<file path="config.mk">
export PLATFORM = sky130hd
export DESIGN_NAME = nav_sensor_config_registers
export DESIGN_NICKNAME = d
export VERILOG_FILES = /design/src/nav_sensor_config_registers.v /design/src/serial_shifter.v
export VERILOG_INCLUDE_DIRS = /design/src
export SDC_FILE = /design/constraint.sdc
export NUM_CORES = 1
export LEC_CHECK = 0
export BUFFER_PORTS_ARGS = -buffer_cell sky130_fd_sc_hd__buf_2
export CORE_MARGIN = 2
export CORE_UTILIZATION = 52
export DETAILED_ROUTE_END_ITERATION = 6
export HOLD_SLACK_MARGIN = 0.02
export PLACE_DENSITY_LB_ADDON = 0.3
export SLEW_MARGIN = 0
export SYNTH_ARGS = -nofsm -noshare
export SYNTH_HDL_FRONTEND = slang
export SYNTH_SLANG_ARGS = --single-unit
</file>
<file path="constraint.sdc">
create_clock -name sys_clk -period 12.9 [get_ports sys_clk]
set_input_delay 1.29 -clock sys_clk [delete_from_list [all_inputs] [get_ports sys_clk]]
set_output_delay 1.29 -clock sys_clk [all_outputs]
set_load 0.1 [all_outputs]
</file>
<file path="src/nav_sensor_consts.vh">
/*
 Constants for the optical motion sensor configuration register bank:
 register offsets, field positions, reset values, reset command codes,
 frame timing counts and serial port framing.
 Assumes it is included by its bare name from the design files.
*/
`ifndef NAV_SENSOR_CONSTS_VH
`define NAV_SENSOR_CONSTS_VH

// ----------------------------------------
// Register offsets
// ----------------------------------------
`define ADDR_REVISION 7'h01
`define ADDR_MOTION_STATUS 7'h1b
`define ADDR_SHUTTER_LIMIT 7'h1c
`define ADDR_QUALITY_LIMIT 7'h1d
`define ADDR_NAV_CTRL_TWO 7'h22
`define ADDR_WAKE_DECORR 7'h25
`define ADDR_RESOLUTION 7'h33
`define ADDR_PREHEAT 7'h34
`define ADDR_FRAME_GAP 7'h35
`define ADDR_RESET_CMD 7'h3a
`define ADDR_REV_COMPLEMENT 7'h3f

// ----------------------------------------
// Reset values
// ----------------------------------------
`define RST_SHUTTER_LIMIT 8'h41
`define RST_QUALITY_LIMIT 8'h3d
`define RST_NAV_CTRL_TWO 8'h00
`define RST_WAKE_DECORR 8'h61
`define RST_RESOLUTION 8'h04
`define RST_PREHEAT 8'ha0
`define RST_FRAME_GAP 8'h00
`define RST_BYTE_ZERO 8'h00

// ----------------------------------------
// Field positions and write masks
// ----------------------------------------
`define BIT_MOTION_SEEN 7
`define BIT_DUMP_VALID 6
`define BIT_DUMP_FIRST 5
`define BIT_Y_OVERFLOW 4
`define BIT_X_OVERFLOW 3
`define BIT_FORCE_AWAKE 7
`define BIT_RES_ENABLE 4
`define MASK_NAV_CTRL_TWO 8'h80
`define MASK_WAKE_DECORR 8'h77
`define MASK_RESOLUTION 8'h1f

// ----------------------------------------
// Reset command codes
// ----------------------------------------
`define CMD_FULL_RESET_A 8'h5a
`define CMD_FULL_RESET_B 8'h5b
`define CMD_PART_RESET_A 8'h96
`define CMD_PART_RESET_B 8'h97

// ----------------------------------------
// Timing and resolution
// ----------------------------------------
`define PREHEAT_OFFSET 16'd30
`define FRAME_BASE_CLOCKS 18'd3400
`define DPI_STEP 13'd250
`define DPI_MAX_CODE 4'h8
`define DPI_FULL 13'd4000
`define SER_BITS 4'd8

`endif

</file>
<file path="src/nav_sensor_config_registers.v">
/*
 Configuration and status register bank of an optical motion sensor,
 reached over the four-wire serial port (select, clock, data in/out).
 Assumes the motion engine supplies status events, shutter time and
 feature counts, and consumes the decoded settings below.
 First byte: bit 7 set for write, bits 6:0 address; second byte data.
*/
`timescale 1ns/1ns
`include "nav_sensor_consts.vh"

module nav_sensor_config_registers
#(
  // Arbitrary neutral revision identifier
  parameter [7:0] REVISION_ID = 8'h3c
)
(
  // Clock and reset
  input wire sys_clk,
  input wire rst_b,
  // Serial port pins
  input wire sel_b,
  input wire sclk,
  input wire mosi,
  output reg miso,
  output reg miso_oe,
  // Motion engine events
  input wire motion_event,
  input wire dump_valid_in,
  input wire dump_first_in,
  input wire y_overflow_event,
  input wire x_overflow_event,
  input wire status_read_clear,
  // Motion engine measurements
  input wire [15:0] shutter_time,
  input wire [4:0] feature_count,
  input wire [4:0] run_quality_minimum,
  // Decoded settings
  output reg [7:0] shutter_limit,
  output reg shutter_over_limit,
  output reg [4:0] min_feature_count,
  output reg [2:0] min_feature_size,
  output reg rest_allowed,
  output reg wake_ok,
  output reg [2:0] decorrelation_shift,
  output reg resolution_select_enable,
  output reg [12:0] counts_per_inch,
  output reg [15:0] preheat_clocks,
  output reg [17:0] frame_period,
  output reg full_reset_pulse,
  output reg partial_reset_pulse
);

// ----------------------------------------
// Reset release and pin synchronisers
// ----------------------------------------
reg rst_meta_q;
reg rst_sync_q;
wire rst_sync_b;
reg [1:0] sel_sync_q;
reg [1:0] sclk_sync_q;
reg [1:0] mosi_sync_q;
reg sclk_last_q;

assign rst_sync_b = rst_sync_q;

// Reset asserts at once, releases after two clocks
always @(posedge sys_clk or negedge rst_b)
begin
  if (!rst_b)
  begin
    rst_meta_q <= 1'b0;
    rst_sync_q <= 1'b0;
  end
  else
  begin
    rst_meta_q <= 1'b1;
    rst_sync_q <= rst_meta_q;
  end
end

// Two stages on every pin; only stage two is read by logic
always @(posedge sys_clk or negedge rst_sync_b)
begin
  if (!rst_sync_b)
  begin
    sel_sync_q <= 2'b11;
    sclk_sync_q <= 2'b11;
    mosi_sync_q <= 2'b00;
    sclk_last_q <= 1'b1;
  end
  else
  begin
    sel_sync_q <= {sel_sync_q[0], sel_b};
    sclk_sync_q <= {sclk_sync_q[0], sclk};
    mosi_sync_q <= {mosi_sync_q[0], mosi};
    sclk_last_q <= sclk_sync_q[1];
  end
end

wire sel = ~sel_sync_q[1];
wire sclk_rise = sclk_sync_q[1] & ~sclk_last_q;
wire sclk_fall = ~sclk_sync_q[1] & sclk_last_q;

// ----------------------------------------
// Byte shifter
// ----------------------------------------
wire [7:0] rx_byte;
wire rx_done;
wire tx_bit;
reg load_q;
reg [7:0] read_data;

serial_shifter u_shift
(
  .sys_clk(sys_clk),
  .rst_sync_b(rst_sync_b),
  .sel(sel),
  .rise(sclk_rise),
  .fall(sclk_fall),
  .mosi_bit(mosi_sync_q[1]),
  .load(load_q),
  .tx_byte(read_data),
  .rx_byte(rx_byte),
  .rx_done(rx_done),
  .tx_bit(tx_bit)
);

// ----------------------------------------
// Transaction state machine
// ----------------------------------------
localparam [2:0] ST_ADDR = 3'b001;
localparam [2:0] ST_WDATA = 3'b010;
localparam [2:0] ST_RDATA = 3'b100;

reg [2:0] state_q;
reg [6:0] addr_q;
reg wr_stb;

// Address byte picks direction; data byte writes or ends the read
always @(posedge sys_clk or negedge rst_sync_b)
begin
  if (!rst_sync_b)
  begin
    state_q <= ST_ADDR;
    addr_q <= 7'h00;
    wr_stb <= 1'b0;
    load_q <= 1'b0;
  end
  else
  begin
    wr_stb <= 1'b0;
    load_q <= 1'b0;
    if (!sel)
      state_q <= ST_ADDR;
    else if (rx_done)
    begin
      case (state_q)
        ST_ADDR:
        begin
          addr_q <= rx_byte[6:0];
          if (rx_byte[7])
            state_q <= ST_WDATA;
          else
          begin
            state_q <= ST_RDATA;
            load_q <= 1'b1;
          end
        end
        ST_WDATA:
        begin
          wr_stb <= 1'b1;
          state_q <= ST_ADDR;
        end
        ST_RDATA:
          state_q <= ST_ADDR;
        default:
          state_q <= ST_ADDR;
      endcase
    end
  end
end

// Data driven only while a read byte is being returned
always @(posedge sys_clk or negedge rst_sync_b)
begin
  if (!rst_sync_b)
  begin
    miso <= 1'b0;
    miso_oe <= 1'b0;
  end
  else
  begin
    miso <= tx_bit;
    miso_oe <= sel && (state_q == ST_RDATA);
  end
end

// ----------------------------------------
// Writable registers
// ----------------------------------------
reg [7:0] shutter_limit_reg;
reg [7:0] surface_quality_limit_reg;
reg [7:0] navigation_control_two;
reg [7:0] wake_and_decorrelation;
reg [7:0] resolution;
reg [7:0] emitter_preheat;
reg [7:0] frame_gap;
wire [7:0] wdata = rx_byte;

// A full reset command restores every setting; status stays read-only
always @(posedge sys_clk or negedge rst_sync_b)
begin
  if (!rst_sync_b)
  begin
    shutter_limit_reg <= `RST_SHUTTER_LIMIT;
    surface_quality_limit_reg <= `RST_QUALITY_LIMIT;
    navigation_control_two <= `RST_NAV_CTRL_TWO;
    wake_and_decorrelation <= `RST_WAKE_DECORR;
    resolution <= `RST_RESOLUTION;
    emitter_preheat <= `RST_PREHEAT;
    frame_gap <= `RST_FRAME_GAP;
  end
  else if (full_reset_pulse)
  begin
    shutter_limit_reg <= `RST_SHUTTER_LIMIT;
    surface_quality_limit_reg <= `RST_QUALITY_LIMIT;
    navigation_control_two <= `RST_NAV_CTRL_TWO;
    wake_and_decorrelation <= `RST_WAKE_DECORR;
    resolution <= `RST_RESOLUTION;
    emitter_preheat <= `RST_PREHEAT;
    frame_gap <= `RST_FRAME_GAP;
  end
  else if (wr_stb)
  begin
    // Unlisted and read-only offsets fall through untouched
    case (addr_q)
      `ADDR_SHUTTER_LIMIT: shutter_limit_reg <= wdata;
      `ADDR_QUALITY_LIMIT: surface_quality_limit_reg <= wdata;
      // Bits 6:0 are kept zero whatever is written
      `ADDR_NAV_CTRL_TWO: navigation_control_two <= wdata & `MASK_NAV_CTRL_TWO;
      `ADDR_WAKE_DECORR: wake_and_decorrelation <= wdata & `MASK_WAKE_DECORR;
      `ADDR_RESOLUTION: resolution <= wdata & `MASK_RESOLUTION;
      `ADDR_PREHEAT: emitter_preheat <= wdata;
      `ADDR_FRAME_GAP: frame_gap <= wdata;
      default: frame_gap <= frame_gap;
    endcase
  end
end

// Reset command decode into one-cycle pulses
always @(posedge sys_clk or negedge rst_sync_b)
begin
  if (!rst_sync_b)
  begin
    full_reset_pulse <= 1'b0;
    partial_reset_pulse <= 1'b0;
  end
  else
  begin
    full_reset_pulse <= 1'b0;
    partial_reset_pulse <= 1'b0;
    if (wr_stb && addr_q == `ADDR_RESET_CMD)
    begin
      full_reset_pulse <= (wdata == `CMD_FULL_RESET_A) ||
        (wdata == `CMD_FULL_RESET_B);
      partial_reset_pulse <= (wdata == `CMD_PART_RESET_A) ||
        (wdata == `CMD_PART_RESET_B);
    end
  end
end

// ----------------------------------------
// Extended motion status
// ----------------------------------------
reg motion_seen_flag;
reg pixel_dump_valid;
reg pixel_dump_first;
reg y_overflow_q;
reg x_overflow_q;

// Motion and overflow flags sticky, dump flags follow input; a new event beats a read clear in the same cycle
always @(posedge sys_clk or negedge rst_sync_b)
begin
  if (!rst_sync_b)
  begin
    motion_seen_flag <= 1'b0;
    y_overflow_q <= 1'b0;
    x_overflow_q <= 1'b0;
    pixel_dump_valid <= 1'b0;
    pixel_dump_first <= 1'b0;
  end
  else
  begin
    motion_seen_flag <= motion_event | (motion_seen_flag & ~status_read_clear);
    y_overflow_q <= y_overflow_event | (y_overflow_q & ~status_read_clear);
    x_overflow_q <= x_overflow_event | (x_overflow_q & ~status_read_clear);
    pixel_dump_valid <= dump_valid_in;
    pixel_dump_first <= dump_first_in;
  end
end

// Read mux; reserved status bits read zero
always @*
begin
  read_data = `RST_BYTE_ZERO;
  case (addr_q)
    `ADDR_REVISION: read_data = REVISION_ID;
    `ADDR_MOTION_STATUS:
    begin
      read_data[`BIT_MOTION_SEEN] = motion_seen_flag;
      read_data[`BIT_DUMP_VALID] = pixel_dump_valid;
      read_data[`BIT_DUMP_FIRST] = pixel_dump_first;
      read_data[`BIT_Y_OVERFLOW] = y_overflow_q;
      read_data[`BIT_X_OVERFLOW] = x_overflow_q;
    end
    `ADDR_SHUTTER_LIMIT: read_data = shutter_limit_reg;
    `ADDR_QUALITY_LIMIT: read_data = surface_quality_limit_reg;
    `ADDR_NAV_CTRL_TWO: read_data = navigation_control_two;
    `ADDR_WAKE_DECORR: read_data = wake_and_decorrelation;
    `ADDR_RESOLUTION: read_data = resolution;
    `ADDR_PREHEAT: read_data = emitter_preheat;
    `ADDR_FRAME_GAP: read_data = frame_gap;
    `ADDR_REV_COMPLEMENT: read_data = ~REVISION_ID;
    default: read_data = `RST_BYTE_ZERO;
  endcase
end

// ----------------------------------------
// Decoded settings
// ----------------------------------------
wire [7:0] wake_product = {5'h00, wake_and_decorrelation[6:4]} *
  {3'h0, run_quality_minimum};
wire [3:0] cpi_code = resolution[3:0];

// Registered so every output comes from a flip-flop
always @(posedge sys_clk or negedge rst_sync_b)
begin
  if (!rst_sync_b)
  begin
    shutter_limit <= `RST_SHUTTER_LIMIT;
    shutter_over_limit <= 1'b0;
    min_feature_count <= 5'h00;
    min_feature_size <= 3'h0;
    rest_allowed <= 1'b1;
    wake_ok <= 1'b0;
    decorrelation_shift <= 3'h0;
    resolution_select_enable <= 1'b0;
    counts_per_inch <= `DPI_FULL;
    preheat_clocks <= `PREHEAT_OFFSET;
    frame_period <= `FRAME_BASE_CLOCKS;
  end
  else
  begin
    shutter_limit <= shutter_limit_reg;
    // Shutter above limit asks to stay out of rest
    shutter_over_limit <= shutter_time > {8'h00, shutter_limit_reg};
    min_feature_count <= surface_quality_limit_reg[7:3];
    min_feature_size <= surface_quality_limit_reg[2:0];
    rest_allowed <= ~navigation_control_two[`BIT_FORCE_AWAKE];
    wake_ok <= {3'h0, feature_count} >= wake_product;
    decorrelation_shift <= wake_and_decorrelation[2:0];
    resolution_select_enable <= resolution[`BIT_RES_ENABLE];
    // Disabled setting falls back to native full resolution
    if (!resolution[`BIT_RES_ENABLE] || cpi_code == 4'h0 || cpi_code > `DPI_MAX_CODE)
      counts_per_inch <= `DPI_FULL;
    else
      counts_per_inch <= {9'h000, cpi_code} * `DPI_STEP;
    preheat_clocks <= {3'h0, emitter_preheat, 5'h00} + `PREHEAT_OFFSET;
    frame_period <= {2'b00, shutter_time} + `FRAME_BASE_CLOCKS +
      {5'h00, frame_gap, 5'h00};
  end
end

endmodule

</file>
<file path="src/serial_shifter.v">
/*
 Byte shifter for the four-wire serial port: collects eight bits on
 rising link clock edges and presents the byte to send on falling edges.
 Assumes edge pulses come already synchronised to sys_clk.
*/
`timescale 1ns/1ns
`include "nav_sensor_consts.vh"

module serial_shifter
(
  // Clock and reset
  input wire sys_clk,
  input wire rst_sync_b,
  // Frame and edges
  input wire sel,
  input wire rise,
  input wire fall,
  input wire mosi_bit,
  // Byte ports
  input wire load,
  input wire [7:0] tx_byte,
  output reg [7:0] rx_byte,
  output reg rx_done,
  output wire tx_bit
);

reg [7:0] rx_q;
reg [7:0] tx_q;
reg [3:0] cnt_q;

assign tx_bit = tx_q[7];

// Shift in on rising, shift out on falling; count restarts between frames
always @(posedge sys_clk or negedge rst_sync_b)
begin
  if (!rst_sync_b)
  begin
    rx_q <= `RST_BYTE_ZERO;
    tx_q <= `RST_BYTE_ZERO;
    cnt_q <= 4'h0;
    rx_byte <= `RST_BYTE_ZERO;
    rx_done <= 1'b0;
  end
  else
  begin
    rx_done <= 1'b0;
    if (!sel)
      cnt_q <= 4'h0;
    else if (rise)
    begin
      rx_q <= {rx_q[6:0], mosi_bit};
      if (cnt_q == `SER_BITS - 4'd1)
      begin
        cnt_q <= 4'h0;
        rx_byte <= {rx_q[6:0], mosi_bit};
        rx_done <= 1'b1;
      end
      else
        cnt_q <= cnt_q + 4'd1;
    end
    if (load)
      tx_q <= tx_byte;
    else if (sel && fall && cnt_q != 4'h0)
      tx_q <= {tx_q[6:0], 1'b0};
  end
end

endmodule

</file>
==> flow_summary.yaml, run 1 <==
detailed_routing:
  route.antenna.remaining_nets: 0
  route.detailed.wl_per_inst_um: 16.17
  detail_route.drc_violations: 0
  drt-initial-drc-count: 318
  drt_pass1_iterations: 4
  total_wire_length_after_detailed_routing_mm: 17.48
  post_drt_via_cell_ratio: 5.386
  via_count: 5822
cts:
  numCtsBuffers: 17
  cts_hold_buf: 0
  cts-htree-levels: 4
  cts_tree: "yes"
  postCtsSetupBuffers: 0
  cts.clk_slew.worst_paths_ns: 0.06
  clk_root_buffer_cell: "clkbuf_16"
  clk_sink_count: 161
  cts-root-to-sink-buffers: 2
  clk_latency_ns: 0.43
  total_of_cells_resized_after_clock_tree_synthesis: 0
synthesis:
  syn-instance-count: 762
  synthFlopType: "dfrtp_1"
  syn-mean-instance-area_um2: 10.85
  post_synth_main_area_contributors: "dfrtp_1 39%, dfstp_2 10%, ha_1 8.3%"
  post-synth-top-count-cell: "dfrtp_1"
  synth-edff-count: 0
  ys_seq_area_frac: 0.4925
  synth_top_area_cell: "dfrtp_1"
  yosysTopAreaCellShare: 0.3876
  synth_common_cells: "128 x dfrtp_1, 63 x inv_1, 60 x nor2_1, 59 x nand2_1, 55 x ha_1"
  synth_cell_type_count: 74
  asyncSetResetFlopFracSynth: 1.000
  netlist_area_mm2: 0.008264
  ys.warnings.count: 0
  synth.ff_latch_count: 161
critical_path:
  critical_path_startpoint_category: "flop"
  timing.critical_path.max_delay_family: "adder cells"
  end_kind: "flop"
  worst-path-stages: 10
  cp.arrival_ns: 3.51
  worst-r2r-setup-slack_ns: 9.72
  cp_slowest_cell: "fa_1"
  required_time_of_the_critical_path_ns: 13.23
  crit_path_cell_trace: "fa_1, inv_1, fa_1, inv_1, ha_1, o21a_1, a21oi_1, o211ai_1, mux2i_1, a311oi_1"
  setup.worst_path.class: "flop to flop"
  reg2reg_to: "counts_per_inch[11]"
  wp_buf_inv: 2
  crit_fanout: 8
  critical_path.max_stage_delay_ns: 0.68
  regToRegStartpoint: "resolution[1]"
  rr_worst_depth: 10
worst_hold_path:
  min_path_cells: 0
  holdPathEnd: "rst_sync_b"
  hold_sp: "rst_meta_q"
  timing.hold.worst.class: "flop to flop"
final_layout:
  final_layout_size_suffix_gt1_frac: 0.2370
  largest_register_ff_count: 17
  areaGrowthSynthToFinish_pct: 14.82
  postLayoutCellArea_mm2: 0.009489
  n_antenna_cell: 0
  fillerInstances: 1355
  layout.nets: 955
sta:
  total_neg_setup_slack_ns: 0
  timing_max_transition_violations_final: 0
  max_freq_ghz: 0.3144
  rsz0062_at_grt: "no"
  fin_hold_ws_ns: 0.3469
  slew_headroom: 0.3198
  post-route-period-util: 0.2465
  setup_violations: 0
  period_minus_slack_ns: 3.180
  clock_skew_ns: 0.009000
  finalHoldViolations: 0
  max_slew.worst_pin.slew_ns: 1.020
die:
  number_of_rows_created_at_floorplan: 46
  design.die.area_mm2: 0.01692
  ioPinCount: 111
  core_area_mm2: 0.01571
  start_util: 0.5260
  die_w_um: 130.1
  die_y_um: 130.1
pwr:
  clock_power_share: 0.433
  combPwrFrac: 0.115
  vdd.ir_drop.worst_mv: 0.09918
  p_switching_mw: 0.3218
  power_leakage_nw: 4.781
  power_density_mw_per_mm2: 127.5
  netSwitchingFraction: 0.2659
  cellInternalPower_mw: 0.8883
  seq_power_share: 0.452
status:
  status: "finished clean"
place:
  routabilityCongestion: 0.9267
  place.port_buffers: 99
  placed_standard_cell_area_mm2: 0.008864
  final_hpwl_from_detailed_placement_mm: 12.38
global_routing:
  pin_count_of_the_biggest_net_entering_global_routing: 85
  globalRouteOverflowTotal: 0
  grt_antenna_before_repair: 0
  via_count_of_the_first_global_routing_pass: 5449
  global_route.usage.total: 0.2149
  grt_first_pass_wirelength_mm: 27.83
run:
  max_cap_violations: 0
cell families after synthesis:
kind of cell | Yosys count | synth area share
simple gates | 231 | 0.1491
xor+xnor | 16 | 0.01696
fa+ha+maj | 66 | 0.1099
buf+inv | 107 | 0.05874
mux | 47 | 0.06011
flops | 161 | 0.4925
compound gates | 132 | 0.1117
other cells | 2 | 0.0009087
per-stage QoR:
step / util / power [mW] / cells / setup slack (ns)
after CTS: 0.6039 / 1.221 / 1081 / 9.707
final: 0.6039 / 1.210 / 1081 / 9.720
after floorplan: - / 0.6700 / 772 / 8.139
after global placement: 0.5641 / 0.6941 / 1049 / 9.534
after global routing: 0.6039 / 1.252 / 1081 / 9.544
after detailed placement: 0.5641 / 0.6960 / 1049 / 9.486
per-layer routing:
metal | routed length (µm) | global-route usage | vias to the layer above
li1 | - | - | 2807
met5 | 0 | 0 | -
met4 | 375 | 0.07906 | 0
met1 | 7746 | 0.2830 | 2841
met3 | 804 | 0.04797 | 27
met2 | 8551 | 0.3511 | 147
placed cells by master, fill, tap and decap left out, types with 5 or more instances in the layout:
cell type    n
o211ai_1     8
mux2i_1     26
a22oi_1      6
nor3_1      17
o21ai_0     12
clkbuf_16   17
nand2b_1     7
and2_1      13
nor4_1       6
mux2_2      18
a211o_1     16
xor2_1       8
buf_4        5
buf_2       99
a21oi_1     39
nand3_1     14
xnor2_1      8
a21o_1       9
fa_1        11
a31oi_1      6
and3_1       6
dfrtp_1    127
inv_1       63
nor2b_1     12
nor2_1      60
dfstp_2     33
nand2_1     59
conb_1      12
ha_1        55
layout make-up:
class	count	area (µm²)	area share
Multi-Input combinational cell	504	3746	0.3948
Clock buffer	21	470.5	0.04958
Clock inverter	11	155.1	0.01635
Sequential cell	161	4074	0.4293
Inverter	64	240.2	0.02532
Timing Repair Buffer	104	533.0	0.05617
Tap cell	216	270.3	0.02848
worst reg2reg max path: cells and delay by family, from the launching register on:
kind                       cells  cell delay, ns
AOI/OAI and AO/OA              4            0.80
adders and majority gates      3            1.52
buffers and inverters          2            0.13
DFF                            1            0.50
muxes                          1            0.14
worst max path at each step:
stage,from,to,slack (ns)
floorplan,rst_sync_b,addr_q[0],8.14
global placement,run_quality_minimum[0],wake_ok,9.53
detailed placement,run_quality_minimum[0],wake_ok,9.49
CTS,resolution[1],counts_per_inch[11],9.71
global route,resolution[1],counts_per_inch[11],9.54
finish,resolution[1],counts_per_inch[11],9.72
power groups by stage:
| stage | clock network, mW | logic [mW] | registers, mW |
|---|---|---|---|
| final | 0.524 | 0.139 | 0.547 |
| after global routing | 0.552 | 0.150 | 0.550 |
| after CTS | 0.534 | 0.140 | 0.547 |
| after detailed placement | 0 | 0.140 | 0.556 |
| after global placement | 0 | 0.139 | 0.555 |
| after floorplan | 0 | 0.0565 | 0.613 |
(Power assumes the default switching activity.)
==> inputs of run 2 (changes only) <==
--- a/config.mk
+++ b/config.mk
@@ -6,6 +6,7 @@
 export SDC_FILE = /design/constraint.sdc
 export NUM_CORES = 1
 export LEC_CHECK = 0
+export ABC_AREA = 1
 export BUFFER_PORTS_ARGS = -buffer_cell sky130_fd_sc_hd__buf_2
 export CORE_MARGIN = 2
 export CORE_UTILIZATION = 52
==> constraint.sdc (replaced) <==
create_clock -name sys_clk -period 2.7 [get_ports sys_clk]
set_input_delay 0.27 -clock sys_clk [delete_from_list [all_inputs] [get_ports sys_clk]]
set_output_delay 0.27 -clock sys_clk [all_outputs]
set_load 0.1 [all_outputs]
==> flow_summary.yaml, run 2 <==
synthesis:
  synth_cell_type_count: 41
  asyncSetResetFlopFracSynth: 1.000
  ys_seq_area_frac: 0.5073
  syn-mean-instance-area_um2: 9.139
  post_synth_main_area_contributors: "dfrtp_1 40%, dfstp_2 11%, nand2_1 9.4%"
  synth_top_area_cell: "dfrtp_1"
  ys.warnings.count: 0
  netlist_area_mm2: 0.008024
  synth_common_cells: "201 x nand2_1, 128 x dfrtp_1, 127 x inv_1, 70 x nor2_1, 66 x o21ai_0"
  synthFlopType: "dfrtp_1"
  synth-edff-count: 0
  synth.ff_latch_count: 161
  yosysTopAreaCellShare: 0.3992
  syn-instance-count: 878
  post-synth-top-count-cell: "nand2_1"
detailed_routing:
  drt-initial-drc-count: 413
  via_count: 6109
  post_drt_via_cell_ratio: 5.040
  route.detailed.wl_per_inst_um: 14.21
  drt_pass1_iterations: 5
  detail_route.drc_violations: 0
  total_wire_length_after_detailed_routing_mm: 17.23
  route.antenna.remaining_nets: 0
sta:
  finalHoldViolations: 0
  clock_skew_ns: 0.006963
  fin_hold_ws_ns: 0.03585
  period_minus_slack_ns: 2.649
  slew_headroom: 0.4414
  timing_max_transition_violations_final: 0
  max_freq_ghz: 0.3775
  post-route-period-util: 0.9812
  setup_violations: 0
  max_slew.worst_pin.slew_ns: 0.8378
  layout_setup_ws_ns: 0.05081
cts:
  clk_root_buffer_cell: "clkbuf_16"
  cts-htree-levels: 4
  cts.clk_slew.worst_paths_ns: 0.06
  cts-root-to-sink-buffers: 2
  clk_sink_count: 161
  numCtsBuffers: 17
  clk_latency_ns: 0.43
  cts_tree: "yes"
pwr:
  power_leakage_nw: 4.790
  seq_power_share: 0.475
  netSwitchingFraction: 0.2772
  clock_power_share: 0.410
  power_density_mw_per_mm2: 573.5
  cellInternalPower_mw: 3.937
  overall_power_after_layout_mw: 5.447
  vdd.ir_drop.worst_mv: 0.4636
  p_switching_mw: 1.510
  combPwrFrac: 0.116
critical_path:
  crit_fanout: 5
  regToRegStartpoint: "resolution[2]"
  required_time_of_the_critical_path_ns: 3.07
  cp-startpoint: "resolution[2]"
  critical_path_startpoint_category: "flop"
  rr_worst_depth: 12
  cp.arrival_ns: 3.02
  end_kind: "flop"
  setup.worst_path.class: "flop to flop"
final_layout:
  largest_register_ff_count: 17
  postLayoutCellArea_mm2: 0.009497
  final_util: 0.6270
  layout.nets: 1114
  final_layout_size_suffix_gt1_frac: 0.2256
  n_antenna_cell: 0
  areaGrowthSynthToFinish_pct: 18.35
  final_cell_mix: "199 x nand2_1, 127 x inv_1, 127 x dfrtp_1"
  mostFrequentLayoutCell: "nand2_1"
place:
  final_hpwl_from_detailed_placement_mm: 12.72
  preCtsSetupSlack_ns: -0.01202
  routabilityCongestion: 0.8437
  placed_standard_cell_area_mm2: 0.008766
  place.port_buffers: 99
die:
  start_util: 0.5298
  number_of_rows_created_at_floorplan: 45
  die_y_um: 128.2
  core_area_mm2: 0.01515
  ioPinCount: 111
  design.die.area_mm2: 0.01644
  die_w_um: 128.2
global_routing:
  via_count_of_the_first_global_routing_pass: 5755
  grt_first_pass_wirelength_mm: 28.02
  pin_count_of_the_biggest_net_entering_global_routing: 48
  grt_antenna_before_repair: 0
  globalRouteOverflowTotal: 0
  global_route.usage.total: 0.2204
worst_hold_path:
  min_path_cells: 2
  timing.hold.worst.class: "input port to flop"
  hold_sp: "x_overflow_event"
run:
  max_cap_violations: 0
status:
  status: "finished clean"
run 2: changes by cell type after synthesis, sizes merged, moves of 16 or more:
cell and change:
inv +66, nand3 +25, mux2 -21, a211o -16, o21ai +85, mux2i -26
nand2 +144
run 2: worst max-delay path: stages (launching register included):
cell and delay, ns:
dfstp_2 0.39, fa_1 0.56, inv_1 0.06, fa_1 0.52
inv_1 0.07, ha_4 0.30, nand3_2 0.08, nand2_2 0.09
nand2_1 0.05, nand2_1 0.07, a21oi_2 0.06, or2_2 0.28
nand3_2 0.07
run 2: layout make-up:
type                            count  area [µm²]
Inverter                          130       488.0
Sequential cell                   161        4074
Fill cell                        1280        5649
Clock inverter                     13       112.6
Tap cell                          188       235.2
Multi-Input combinational cell    573        3387
Timing Repair Buffer              128       767.0
Clock buffer                       19       432.9
run 2: through the flow:
step                      setup TNS (ns)  instances
after floorplan                        0        888
after detailed placement        -0.01202       1168
final                                  0       1212
after global placement                 0       1168
after CTS                              0       1210
after global routing            -0.04860       1212
run 2: metal layers:
metal,track usage,part of all wire,up-vias
li1,-,-,3040
met1,0.2909,0.45,2870
met2,0.3542,0.47,157
met3,0.04925,0.042,42
met4,0.09050,0.031,0
met5,0,0,-
run 2: final timing paths:
path                                       to  slack [ns]
hold reg to reg                mosi_sync_q[1]        0.35
hold / removal                   x_overflow_q        0.04
setup / recovery           counts_per_inch[9]        0.05
min in group asynchronous          rst_sync_b        0.15
max in group asynchronous  emitter_preheat[5]        1.61
setup reg to reg           counts_per_inch[9]        0.05
run 2: logic make-up (layout without fill, tap and decap cells):
| family | count (synthesis) | after routing | share of synthesized area |
|---|---|---|---|
| buffers and inverters | 154 | 290 | 0.08358 |
| other | 2 | 12 | 0.0009359 |
| flip-flops | 161 | 161 | 0.5073 |
| AND/OR/NAND/NOR | 336 | 336 | 0.1729 |
| XOR/XNOR | 15 | 15 | 0.01637 |
| AO/OA/AOI/OAI | 144 | 144 | 0.1057 |
| adder cells (fa/ha/maj) | 66 | 66 | 0.1132 |
run 2: power by group through the flow:
stage	Clock (mW)	Sequential, mW	Combinational, mW
6_report	2.23	2.59	0.629
5_1_grt	2.39	2.60	0.679
4_1_cts	2.27	2.59	0.634
3_5_place_dp	0	2.63	0.618
3_3_place_gp	0	2.63	0.606
2_1_floorplan	0	2.88	0.239
run 2: repair_timing:
item                                    CTS  global route
gates resized for setup                   1            13
hold buffers                             10             0
buffers inserted                          0             2
endpoints found under the setup margin    1             3
pin swaps                                 0             6
endpoints found under the hold margin    11             0
